==> src/beep_pkg.sv <==
// constants, codes and pattern types for the fault annunciator
// assumes a single 125 MHz system clock
package beep_pkg;

  localparam int CLK_KHZ       = 125000;
  // pattern times in milliseconds
  localparam int LONG_ON_MS    = 600;
  localparam int LONG_GAP_MS   = 600;
  localparam int SHORT_ON_MS   = 200;
  localparam int SHORT_GAP_MS  = 200;
  localparam int GROUP_GAP_MS  = 1200;
  localparam int CONT_ON_MS    = 2000;
  localparam int LONG_ON_CYC   = LONG_ON_MS * CLK_KHZ;
  localparam int LONG_GAP_CYC  = LONG_GAP_MS * CLK_KHZ;
  localparam int SHORT_ON_CYC  = SHORT_ON_MS * CLK_KHZ;
  localparam int SHORT_GAP_CYC = SHORT_GAP_MS * CLK_KHZ;
  localparam int GROUP_GAP_CYC = GROUP_GAP_MS * CLK_KHZ;
  localparam int CONT_ON_CYC   = CONT_ON_MS * CLK_KHZ;
  localparam int STEP_LIMIT    = 4000;

  localparam int NUM_AXES      = 4;
  localparam int CODE_W        = 7;
  localparam int DETAIL_W      = 48;
  // axis order: 0 = z, 1 = x, 2 = y, 3 = r
  localparam logic [CODE_W-1:0] CODE_Z_SENSOR = 7'h59;
  localparam logic [CODE_W-1:0] CODE_Z_INDEX  = 7'h5a;
  localparam logic [CODE_W-1:0] CODE_X_SENSOR = 7'h5c;
  localparam logic [CODE_W-1:0] CODE_X_INDEX  = 7'h5d;
  localparam logic [CODE_W-1:0] CODE_Y_SENSOR = 7'h5f;
  localparam logic [CODE_W-1:0] CODE_Y_INDEX  = 7'h60;
  localparam logic [CODE_W-1:0] CODE_R_SENSOR = 7'h62;
  localparam logic [CODE_W-1:0] CODE_R_INDEX  = 7'h63;
  localparam logic [CODE_W-1:0] CODE_LOGIC    = 7'h64;
  localparam logic [CODE_W-1:0] CODE_TRAP     = 7'h65;
  localparam logic [CODE_W-1:0] CODE_NONE     = 7'h00;

  typedef enum logic [2:0] {
    PAT_NONE      = 3'h0,
    PAT_ONE_LONG  = 3'h1,
    PAT_TWO_LONG  = 3'h2,
    PAT_TWO_SHORT = 3'h3,
    PAT_CONT      = 3'h4
  } pattern_e;

endpackage

==> src/beep_if.sv <==
// carrier between the fault latch and the beep sequencer
// assumes both ends run on the same clock
`timescale 1ns/1ps
`default_nettype none
interface beep_if;
  import beep_pkg::*;
  pattern_e pattern;
  logic     start;
  logic     buzzer;
  logic     busy;
  modport ctrl (output pattern, output start, input buzzer, input busy);
  modport seq  (input pattern, input start, output buzzer, output busy);
endinterface
`default_nettype wire

==> src/beep_sequencer.sv <==
// beep sequencer: plays one pattern from start until reset
// assumes start is a one-cycle pulse and pattern is stable with it
`timescale 1ns/1ps
`default_nettype none
module beep_sequencer
  import beep_pkg::*;
#(
  parameter int LONG_ON   = LONG_ON_CYC,
  parameter int LONG_GAP  = LONG_GAP_CYC,
  parameter int SHORT_ON  = SHORT_ON_CYC,
  parameter int SHORT_GAP = SHORT_GAP_CYC,
  parameter int GROUP_GAP = GROUP_GAP_CYC,
  parameter int CONT_ON   = CONT_ON_CYC
) (
  input  wire logic ref_clk, // system clock
  input  wire logic resetn,  // async reset, active low
  beep_if.seq       bif      // pattern request and buzzer
);

  typedef enum logic [5:0] {
    S_IDLE = 6'b00_0001,
    S_ON1  = 6'b00_0010,
    S_GAP1 = 6'b00_0100,
    S_ON2  = 6'b00_1000,
    S_GAP2 = 6'b01_0000,
    S_DONE = 6'b10_0000
  } seq_state_e;

  seq_state_e    state_r, state_nxt;
  pattern_e      pat_r;
  logic [31:0]   cnt_r;
  logic [31:0]   len_w;
  logic          last_w;
  logic          is_long_w;
  logic          buzz_r;

  assign is_long_w = (pat_r == PAT_ONE_LONG) || (pat_r == PAT_TWO_LONG);
  // length of the current phase; on time depends on the pattern
  assign len_w = (pat_r == PAT_CONT)                     ? 32'(CONT_ON)   :
                 (state_r == S_GAP2)                     ? 32'(GROUP_GAP) :
                 (state_r == S_GAP1 && is_long_w)        ? 32'(LONG_GAP)  :
                 (state_r == S_GAP1)                     ? 32'(SHORT_GAP) :
                 is_long_w                               ? 32'(LONG_ON)   :
                                                           32'(SHORT_ON);
  assign last_w = (cnt_r == len_w - 32'd1);

  always_comb begin
    state_nxt = state_r;
    case (state_r)
      S_IDLE: if (bif.start && bif.pattern != PAT_NONE) state_nxt = S_ON1;
      S_ON1: begin
        if (last_w) begin
          if (pat_r == PAT_CONT) state_nxt = S_DONE;
          else if (pat_r == PAT_ONE_LONG) state_nxt = S_GAP2;
          else state_nxt = S_GAP1;
        end
      end
      S_GAP1: if (last_w) state_nxt = S_ON2;
      S_ON2:  if (last_w) state_nxt = S_GAP2;
      S_GAP2: if (last_w) state_nxt = S_ON1;
      S_DONE: state_nxt = S_DONE;
      default: state_nxt = S_IDLE;
    endcase
  end

  always_ff @(posedge ref_clk or negedge resetn) begin
    if (!resetn) begin
      state_r <= S_IDLE;
      pat_r   <= PAT_NONE;
      cnt_r   <= 32'h0000_0000;
      buzz_r  <= 1'b0;
    end else begin
      state_r <= state_nxt;
      if (state_r == S_IDLE && bif.start) pat_r <= bif.pattern;
      cnt_r   <= (state_nxt != state_r) ? 32'h0000_0000 : cnt_r + 32'd1;
      buzz_r  <= (state_nxt == S_ON1) || (state_nxt == S_ON2);
    end
  end

  assign bif.buzzer = buzz_r;
  assign bif.busy   = (state_r != S_IDLE);

  ////////////////////////////////////////////////////////////////////////////
  // checks: width of each burst and of the silence between groups against the pattern
  logic [31:0] on_len_r;
  logic [31:0] off_len_r;
  always_ff @(posedge ref_clk or negedge resetn) begin
    if (!resetn) begin
      on_len_r  <= 32'h0000_0000;
      off_len_r <= 32'h0000_0000;
    end else begin
      on_len_r  <= buzz_r ? on_len_r + 32'd1 : 32'h0000_0000;
      off_len_r <= buzz_r ? 32'h0000_0000 : off_len_r + 32'd1;
    end
  end

  a_long_burst_len: assert property (@(posedge ref_clk) disable iff (!resetn)
    $fell(buzz_r) && is_long_w |-> on_len_r == 32'(LONG_ON))
    else $error("long burst has wrong width");
  a_short_burst_len: assert property (@(posedge ref_clk) disable iff (!resetn)
    $fell(buzz_r) && pat_r == PAT_TWO_SHORT |-> on_len_r == 32'(SHORT_ON))
    else $error("short burst has wrong width");
  a_group_gap_len: assert property (@(posedge ref_clk) disable iff (!resetn)
    $rose(buzz_r) && state_r == S_ON1 && $past(state_r) == S_GAP2
      |-> off_len_r == 32'(GROUP_GAP))
    else $error("gap between groups has wrong width");
  a_cont_burst_len: assert property (@(posedge ref_clk) disable iff (!resetn)
    $fell(buzz_r) && pat_r == PAT_CONT |-> on_len_r == 32'(CONT_ON) ##1 state_r == S_DONE)
    else $error("continuous beep has wrong width");
  a_pattern_held: assert property (@(posedge ref_clk) disable iff (!resetn)
    state_r != S_IDLE |=> $stable(pat_r) && state_r != S_IDLE)
    else $error("pattern changed while playing");

  c_two_long: cover property (@(posedge ref_clk) disable iff (!resetn)
    pat_r == PAT_TWO_LONG && state_r == S_ON2);
  c_two_short: cover property (@(posedge ref_clk) disable iff (!resetn)
    pat_r == PAT_TWO_SHORT && state_r == S_GAP2);
  c_cont_done: cover property (@(posedge ref_clk) disable iff (!resetn) state_r == S_DONE);

endmodule
`default_nettype wire

==> src/fault_beep_annunciator.sv <==
// fault annunciator: power-on fault beeps and homing fault codes
// assumes checksum, trap and flash results come from logic on ref_clk;
// sensor, index, motor-motion and strap inputs are pins and are synchronised
`timescale 1ns/1ps
`default_nettype none
module fault_beep_annunciator
  import beep_pkg::*;
#(
  parameter int LONG_ON    = LONG_ON_CYC,
  // intra-group gaps follow the on times, so a shortened run keeps their documented ratios
  parameter int LONG_GAP   = int'(longint'(LONG_ON) * LONG_GAP_MS / LONG_ON_MS),
  parameter int SHORT_ON   = SHORT_ON_CYC,
  parameter int SHORT_GAP  = int'(longint'(SHORT_ON) * SHORT_GAP_MS / SHORT_ON_MS),
  parameter int GROUP_GAP  = GROUP_GAP_CYC,
  parameter int CONT_ON    = CONT_ON_CYC,
  parameter int STEP_COUNT = STEP_LIMIT
) (
  input  wire logic                ref_clk,         // system clock, 125 MHz
  input  wire logic                resetn,          // async reset, active low
  input  wire logic                load_mode_pin,   // firmware-load strap, high = load
  input  wire logic                trap_stored_pin, // trap was recorded last session
  input  wire logic                check_done,      // power-on checksum results valid
  input  wire logic                loader_sum_ok,   // loader program checksum good
  input  wire logic                main_sum_ok,     // main program checksum good
  input  wire logic                trap_fault,      // trap event pulse
  input  wire logic                flash_fail,      // loader flash write failed pulse
  input  wire logic                logic_fault,     // logic fault pulse
  input  wire logic [DETAIL_W-1:0] logic_detail,    // six-character detail, with pulse
  input  wire logic                homing_start,    // pulse, clears homing watch
  input  wire logic [NUM_AXES-1:0] step_pulse,      // per-axis step pulse
  input  wire logic [NUM_AXES-1:0] home_pin,        // per-axis home sensor
  input  wire logic [NUM_AXES-1:0] index_pin,       // per-axis encoder index phase
  input  wire logic [NUM_AXES-1:0] moving_pin,      // per-axis motor motion sense
  output logic                     buzzer_on,       // buzzer drive, high = sound
  output logic                     display_blank,   // display suppressed
  output logic                     fault_valid,     // fault code latched
  output logic [CODE_W-1:0]        fault_code,      // numbered fault code
  output logic                     fault_motor,     // sensor/motor fault is motor
  output logic [DETAIL_W-1:0]      fault_detail,    // logic fault detail
  output logic                     prognum_hide,    // keep off program-number display
  output logic                     trap_record,     // store trap for next power-on
  output logic                     pendant_trap     // report stored trap to pendant
);

  ////////////////////////////////////////////////////////////////////////////
  // pin synchronisers: stage one is read only by stage two
  localparam int PIN_W = 2 + 3 * NUM_AXES;
  logic [PIN_W-1:0] pin_s1_r;
  logic [PIN_W-1:0] pin_s2_r;
  logic             load_mode_w;
  logic             trap_stored_w;
  logic [NUM_AXES-1:0] home_w;
  logic [NUM_AXES-1:0] index_w;
  logic [NUM_AXES-1:0] moving_w;

  always_ff @(posedge ref_clk or negedge resetn) begin
    if (!resetn) begin
      pin_s1_r <= '0;
      pin_s2_r <= '0;
    end else begin
      pin_s1_r <= {load_mode_pin, trap_stored_pin, home_pin, index_pin, moving_pin};
      pin_s2_r <= pin_s1_r;
    end
  end

  assign {load_mode_w, trap_stored_w, home_w, index_w, moving_w} = pin_s2_r;

  ////////////////////////////////////////////////////////////////////////////
  // power-on fault selection
  beep_if bif ();
  pattern_e pat_r;
  logic     start_r;
  logic     checked_r;
  pattern_e check_pat_w;
  pattern_e new_pat_w;

  // main program is not judged in load mode so that it can be reloaded there
  assign check_pat_w = (load_mode_w && !loader_sum_ok) ? PAT_ONE_LONG :
                       (!load_mode_w && !main_sum_ok)  ? PAT_TWO_LONG :
                                                         PAT_NONE;
  assign new_pat_w = (check_done && !checked_r)   ? check_pat_w   :
                     trap_fault                   ? PAT_TWO_SHORT :
                     (flash_fail && load_mode_w)  ? PAT_CONT      :
                                                    PAT_NONE;

  always_ff @(posedge ref_clk or negedge resetn) begin
    if (!resetn) begin
      pat_r     <= PAT_NONE;
      start_r   <= 1'b0;
      checked_r <= 1'b0;
    end else begin
      if (check_done) checked_r <= 1'b1;
      start_r <= 1'b0;
      if (pat_r == PAT_NONE && new_pat_w != PAT_NONE) begin
        pat_r   <= new_pat_w;
        start_r <= 1'b1;
      end
    end
  end

  assign bif.pattern = pat_r;
  assign bif.start   = start_r;

  beep_sequencer #(
    .LONG_ON   (LONG_ON),
    .LONG_GAP  (LONG_GAP),
    .SHORT_ON  (SHORT_ON),
    .SHORT_GAP (SHORT_GAP),
    .GROUP_GAP (GROUP_GAP),
    .CONT_ON   (CONT_ON)
  ) u_seq (
    .ref_clk (ref_clk),
    .resetn  (resetn),
    .bif     (bif)
  );

  ////////////////////////////////////////////////////////////////////////////
  // homing watch per axis
  function automatic logic [CODE_W-1:0] axis_code(input int ax, input logic index);
    case (ax)
      0:       axis_code = index ? CODE_Z_INDEX : CODE_Z_SENSOR;
      1:       axis_code = index ? CODE_X_INDEX : CODE_X_SENSOR;
      2:       axis_code = index ? CODE_Y_INDEX : CODE_Y_SENSOR;
      default: axis_code = index ? CODE_R_INDEX : CODE_R_SENSOR;
    endcase
  endfunction

  logic [31:0]         steps_r [NUM_AXES];
  logic [NUM_AXES-1:0] home_ref_r;
  logic [NUM_AXES-1:0] home_chg_r;
  logic [NUM_AXES-1:0] idx_hi_r;
  logic [NUM_AXES-1:0] idx_lo_r;
  logic [NUM_AXES-1:0] moved_r;
  logic [NUM_AXES-1:0] watch_r;
  logic [NUM_AXES-1:0] limit_w;
  logic [NUM_AXES-1:0] sens_bad_w;
  logic [NUM_AXES-1:0] idx_bad_w;

  always_comb begin
    for (int a = 0; a < NUM_AXES; a++) begin
      limit_w[a]    = watch_r[a] && step_pulse[a] &&
                      (steps_r[a] == 32'(STEP_COUNT) - 32'd1);
      sens_bad_w[a] = limit_w[a] && !home_chg_r[a] && (home_w[a] == home_ref_r[a]);
      idx_bad_w[a]  = limit_w[a] && !(idx_hi_r[a] && idx_lo_r[a]);
    end
  end

  always_ff @(posedge ref_clk or negedge resetn) begin
    if (!resetn) begin
      for (int a = 0; a < NUM_AXES; a++) steps_r[a] <= 32'h0000_0000;
      home_ref_r <= '0;
      home_chg_r <= '0;
      idx_hi_r   <= '0;
      idx_lo_r   <= '0;
      moved_r    <= '0;
      watch_r    <= '0;
    end else if (homing_start) begin
      for (int a = 0; a < NUM_AXES; a++) steps_r[a] <= 32'h0000_0000;
      home_ref_r <= home_w;
      home_chg_r <= '0;
      idx_hi_r   <= '0;
      idx_lo_r   <= '0;
      moved_r    <= '0;
      watch_r    <= '1;
    end else begin
      for (int a = 0; a < NUM_AXES; a++) begin
        if (watch_r[a] && step_pulse[a]) steps_r[a] <= steps_r[a] + 32'd1;
        if (limit_w[a]) watch_r[a] <= 1'b0;
        if (watch_r[a] && home_w[a] != home_ref_r[a]) home_chg_r[a] <= 1'b1;
        if (watch_r[a] && index_w[a]) idx_hi_r[a] <= 1'b1;
        if (watch_r[a] && !index_w[a]) idx_lo_r[a] <= 1'b1;
        if (watch_r[a] && moving_w[a]) moved_r[a] <= 1'b1;
      end
    end
  end

  ////////////////////////////////////////////////////////////////////////////
  // fault code latch: first code wins, lower axis first within a cycle
  logic              code_hit_w;
  logic [CODE_W-1:0] code_w;
  logic              motor_w;

  always_comb begin
    code_hit_w = 1'b0;
    code_w     = CODE_NONE;
    motor_w    = 1'b0;
    for (int a = NUM_AXES - 1; a >= 0; a--) begin
      if (idx_bad_w[a]) begin
        code_hit_w = 1'b1;
        code_w     = axis_code(a, 1'b1);
        motor_w    = 1'b0;
      end
      if (sens_bad_w[a]) begin
        code_hit_w = 1'b1;
        code_w     = axis_code(a, 1'b0);
        motor_w    = !(moved_r[a] || moving_w[a]);
      end
    end
    if (trap_fault) begin
      code_hit_w = 1'b1;
      code_w     = CODE_TRAP;
      motor_w    = 1'b0;
    end
    if (logic_fault) begin
      code_hit_w = 1'b1;
      code_w     = CODE_LOGIC;
      motor_w    = 1'b0;
    end
  end

  logic              valid_r;
  logic [CODE_W-1:0] code_r;
  logic              motor_r;
  logic [DETAIL_W-1:0] detail_r;
  logic              hide_r;
  logic              trap_rec_r;
  logic              pend_trap_r;
  logic              blank_r;
  logic [1:0]        boot_r;

  always_ff @(posedge ref_clk or negedge resetn) begin
    if (!resetn) begin
      valid_r     <= 1'b0;
      code_r      <= CODE_NONE;
      motor_r     <= 1'b0;
      detail_r    <= '0;
      hide_r      <= 1'b0;
      trap_rec_r  <= 1'b0;
      pend_trap_r <= 1'b0;
      blank_r     <= 1'b0;
      boot_r      <= 2'h0;
    end else begin
      if (boot_r != 2'h3) boot_r <= boot_r + 2'h1;
      // strap caught once, at the third edge after release, when the synchroniser holds it
      if (boot_r == 2'h2 && trap_stored_w) pend_trap_r <= 1'b1;
      if (trap_fault) trap_rec_r <= 1'b1;
      blank_r <= (pat_r != PAT_NONE) || (new_pat_w != PAT_NONE);
      if (!valid_r && code_hit_w) begin
        valid_r <= 1'b1;
        code_r  <= code_w;
        motor_r <= motor_w;
        if (logic_fault) begin
          detail_r <= logic_detail;
          hide_r   <= 1'b1;
        end
      end
    end
  end

  assign buzzer_on     = bif.buzzer;
  assign display_blank = blank_r;
  assign fault_valid   = valid_r;
  assign fault_code    = code_r;
  assign fault_motor   = motor_r;
  assign fault_detail  = detail_r;
  assign prognum_hide  = hide_r;
  assign trap_record   = trap_rec_r;
  assign pendant_trap  = pend_trap_r;

  ////////////////////////////////////////////////////////////////////////////
  a_loader_pattern: assert property (@(posedge ref_clk) disable iff (!resetn)
    check_done && !checked_r && pat_r == PAT_NONE && load_mode_w && !loader_sum_ok
      |=> pat_r == PAT_ONE_LONG && start_r ##1 bif.busy ##1 buzzer_on)
    else $error("bad loader did not start one long beep");
  a_main_pattern: assert property (@(posedge ref_clk) disable iff (!resetn)
    check_done && !checked_r && pat_r == PAT_NONE && !load_mode_w && !main_sum_ok
      |=> pat_r == PAT_TWO_LONG)
    else $error("bad main program did not select two long beeps");
  a_trap_beep_code: assert property (@(posedge ref_clk) disable iff (!resetn)
    trap_fault && !logic_fault && !valid_r
      |=> trap_record && fault_code == CODE_TRAP)
    else $error("trap not recorded");
  a_first_pattern: assert property (@(posedge ref_clk) disable iff (!resetn)
    pat_r != PAT_NONE |=> $stable(pat_r))
    else $error("beep pattern replaced");
  a_beep_blanks: assert property (@(posedge ref_clk) disable iff (!resetn)
    buzzer_on |-> display_blank)
    else $error("display shown during fault beep");
  a_sensor_code: assert property (@(posedge ref_clk) disable iff (!resetn)
    !valid_r && !trap_fault && !logic_fault && sens_bad_w[0]
      |=> fault_code == CODE_Z_SENSOR && fault_motor == !(moved_r[0] || $past(moving_w[0])))
    else $error("z sensor fault code wrong");
  a_index_stuck: assert property (@(posedge ref_clk) disable iff (!resetn)
    !valid_r && !trap_fault && !logic_fault && limit_w == 4'b1000 && idx_bad_w[3]
      && !sens_bad_w[3] |=> fault_code == CODE_R_INDEX)
    else $error("r index fault code wrong");
  a_logic_detail: assert property (@(posedge ref_clk) disable iff (!resetn)
    logic_fault && !valid_r |=> fault_code == CODE_LOGIC && prognum_hide
      && fault_detail == $past(logic_detail))
    else $error("logic fault detail not kept");

  c_sensor_fault: cover property (@(posedge ref_clk) disable iff (!resetn)
    valid_r && code_r == CODE_Y_SENSOR);
  c_flash_fail: cover property (@(posedge ref_clk) disable iff (!resetn) pat_r == PAT_CONT);

endmodule
`default_nettype wire

==> config.mk <==
export PLATFORM = sky130hd
export DESIGN_NAME = fault_beep_annunciator
export DESIGN_NICKNAME = d
export VERILOG_FILES = /design/src/beep_pkg.sv /design/src/beep_if.sv /design/src/beep_sequencer.sv /design/src/fault_beep_annunciator.sv
export SDC_FILE = /design/constraint.sdc
export NUM_CORES = 1
export LEC_CHECK = 0
export BUFFER_PORTS_ARGS = -buffer_cell sky130_fd_sc_hd__buf_2
export CORE_ASPECT_RATIO = 0.8
export CORE_UTILIZATION = 40
export CTS_CLUSTER_SIZE = 20
export DETAILED_ROUTE_END_ITERATION = 16
export GPL_TIMING_DRIVEN = 0
export PLACE_DENSITY = 0.61
export SKIP_LAST_GASP = 1
export SYNTH_ARGS = -nofsm -noshare
export SYNTH_HDL_FRONTEND = slang
export SYNTH_HIERARCHICAL = 1
export SYNTH_SLANG_ARGS = --single-unit
==> constraint.sdc <==
create_clock -name ref_clk -period 3.9 [get_ports ref_clk]
set_input_delay 0.39 -clock ref_clk [delete_from_list [all_inputs] [get_ports ref_clk]]
set_output_delay 0.39 -clock ref_clk [all_outputs]
set_load 0.02 [all_outputs]
==> flow_summary.toml <==
[status]
status = "finished, final reports clean"

[worst_setup_path]
crit_path_start_kind = "register"
crit_chain = "nor4b_1 > nand2_1 > nand2_1 > ha_1 > xnor2_1 > nor4_1 > nand3_4 > nand2_4 > buf_2 > a21oi_1"
criticalPathCategory = "register to register"
cp_max_fo = 10
arrival_ns = 4.05
critPathMostFrequentCell = "nand2_1"
critPathCaptureType = "register"
cp.required_ns = 4.35
crit_path_top_delay_cell = "nor4b_1"
slowest_delay_ns = 0.76

[pwr]
cellPowerDensity_nw_per_um2 = 401.3
power_w = 0.006544
leakagePower_nw = 7.131
ir_drop_mv = 0.2705

[detailed_routing]
vias = 10200
drt_iter0_drc = 689
wl_per_cell_um = 15.64
ant_nets = 0
viasPerCell = 5.223
dr.pass1.iters = 5
wl_mm = 30.55
drc = 0

[clocking]
cts_buffer_depth = 3
cts_tree = "yes"
cts_setup_buffers = 0
clk-insertion-delay-late_ns = 0.58
numCtsBuffers = 31
cts_sinks = 289
clk_pin_slew_ns = 0.06
h-tree-depth = 1
cts_root_buffer = "clkbuf_16"

[hold_path]
hold_path_class = "input pin to register"

[floorplan]
rows = 60
ioPinCount = 137
die_area_um2 = 35210
core_um2 = 33780
die_h_um = 168.0
start_util_pct = 40.80
die_w_um = 209.5

[sta]
tightest_slew_ns = 0.8335
rsz0062_at_grt = "no"
fin_crit_sh_pct = 92.37
setup_violations = 0
drv_slew = 0
maxSlewHeadroom_pct = 43.65
fin_crit_ns = 3.603
setup_tns_ns = 0
fmax_mhz = 277.6
finalHoldViolations = 0
fin_worst_skew_ns = 0.01449

[layout]
nFillCells = 3173
drive_above_1_share_pct = 21.28
instances_no_fill = 1953
syn2layout_area_growth_pct = 18.32
layout.nets = 1576
final_area_um2 = 16310
final_core_util_pct = 48.27

[place]
post-dp-hpwl_mm = 21.15
io_buffers = 135
place_congestion = 0.8386
place_inst = 1877
dpl_cell_area_um2 = 15070

[synthesis]
syn_nets = 1389
ys_warn_count = 6
synthCells = 1306
netlist_area_um2 = 13780
avgSynthCellArea_um2 = 10.55

[global_routing]
grt_busiest_layer = "met1"
grt_pass1_wl_mm = 51.00
met1_usage_pct = 26.71
grt_overflow = 0
grt_pass1_vias = 9937
grt_usage_pct = 17.63
grt.met2_usage_pct = 26.04
grt_antenna_before_repair = 1
grt_start_max_net_pins = 105
use_met3_pct = 2.705

[job]
cap_violations = 0
## stage by stage
step,worst slack [ns],hold WS [ns]
floorplan,0.9043,0.09441
global placement,-3.189,0.3330
detailed placement,0.3873,0.3347
CTS,0.3599,0.004303
global route,0.1392,0.01170
finish,0.2974,0.03623
## worst max-delay path: cells and delay by family, from the launching register on
family / cells / cell delay (ns)
compound gates: 1 / 0.12
xor+xnor: 1 / 0.14
fa+ha+maj: 1 / 0.25
buf+inv: 1 / 0.30
flops: 1 / 0.43
simple gates: 6 / 2.22
## sequential cells by signal, indices dropped and copies added (netlist names), 2 cells and up
register       flops
u_seq/cnt_r       32
idx_hi_r           4
steps_r          128
boot_r             2
fault_code         6
bif.pattern        3
idx_lo_r           4
moved_r            4
home_ref_r         4
pin_s1_r          14
u_seq/state_r      6
watch_r            4
pin_s2_r          14
fault_detail      48
home_chg_r         4
u_seq/pat_r        3
## power by group
group,internal [W],switching [W]
Sequential,0.00308,0.0000471
Clock,0.00182,0.00123
Combinational,0.000140,0.000229
Total,0.00504,0.00151
## metal layers
layer	routed length, um	vias up
met5	0	-
met4	709	0
met3	1232	51
met2	13330	184
met1	15280	5014
li1	-	4951
## final cells by class
type / count / area (um^2) / share of cell area, %
clock inverters: 13 / 160.2 / 0.9821
repair buffers: 154 / 910.9 / 5.586
clock buffers: 45 / 908.4 / 5.570
diodes: 1 / 2.502 / 0.01535
flip-flops and latches: 289 / 7233 / 44.36
well taps: 434 / 543.0 / 3.330
multi-input cells: 936 / 6178 / 37.89
plain buffers: 55 / 272.8 / 1.673
inverters: 26 / 97.59 / 0.5985
## layout by cell type (no fill, tap or decap), types with 5 or more instances in the layout
master and count:
or2_2 11, nor4_1 20, buf_2 142, mux2_2 57, buf_1 7, nor3_1 23
a31oi_1 5, xnor2_1 54, buf_6 6, nand3_1 67, nor4b_1 7, a211oi_1 10
dfrtp_1 288, clkbuf_8 8, xor2_1 99, ha_1 8, o21ai_0 22, a21o_1 8
and3_1 31, nand2_1 92, o211ai_1 5, clkinv_2 7, inv_1 26, dlygate4sd3_1 17
nand4_1 41, or3_1 22, nand2b_1 7, nor4_2 6, or4_1 7, nor2_1 184
a21oi_1 46, clkbuf_16 31, nor2b_1 6, clkbuf_1 37, a211oi_2 23, and2_1 8
and4_1 10
## timing repair
action | CTS | global route
resized for setup | 0 | 0
hold endpoints to repair | 101 | 0
hold buffers | 17 | 0
## path summary, 6_finish.rpt
path | startpoint | cells past startpoint | slack (ns) | end
worst max-delay path | u_seq/state_r[1] | 10 | 0.30 | u_seq/cnt_r[1]
worst min-delay path | logic_detail[31] | 2 | 0.04 | fault_detail[31]
worst max register to register | u_seq/state_r[1] | 10 | 0.30 | u_seq/cnt_r[1]
worst min register to register | pin_s1_r[6] | 0 | 0.34 | pin_s2_r[6]
max in group asynchronous | resetn | 3 | 2.52 | fault_detail[41]
min in group asynchronous | resetn | 2 | 0.40 | steps_r[43]
No activity file was read; power rests on OpenSTA's default activity.
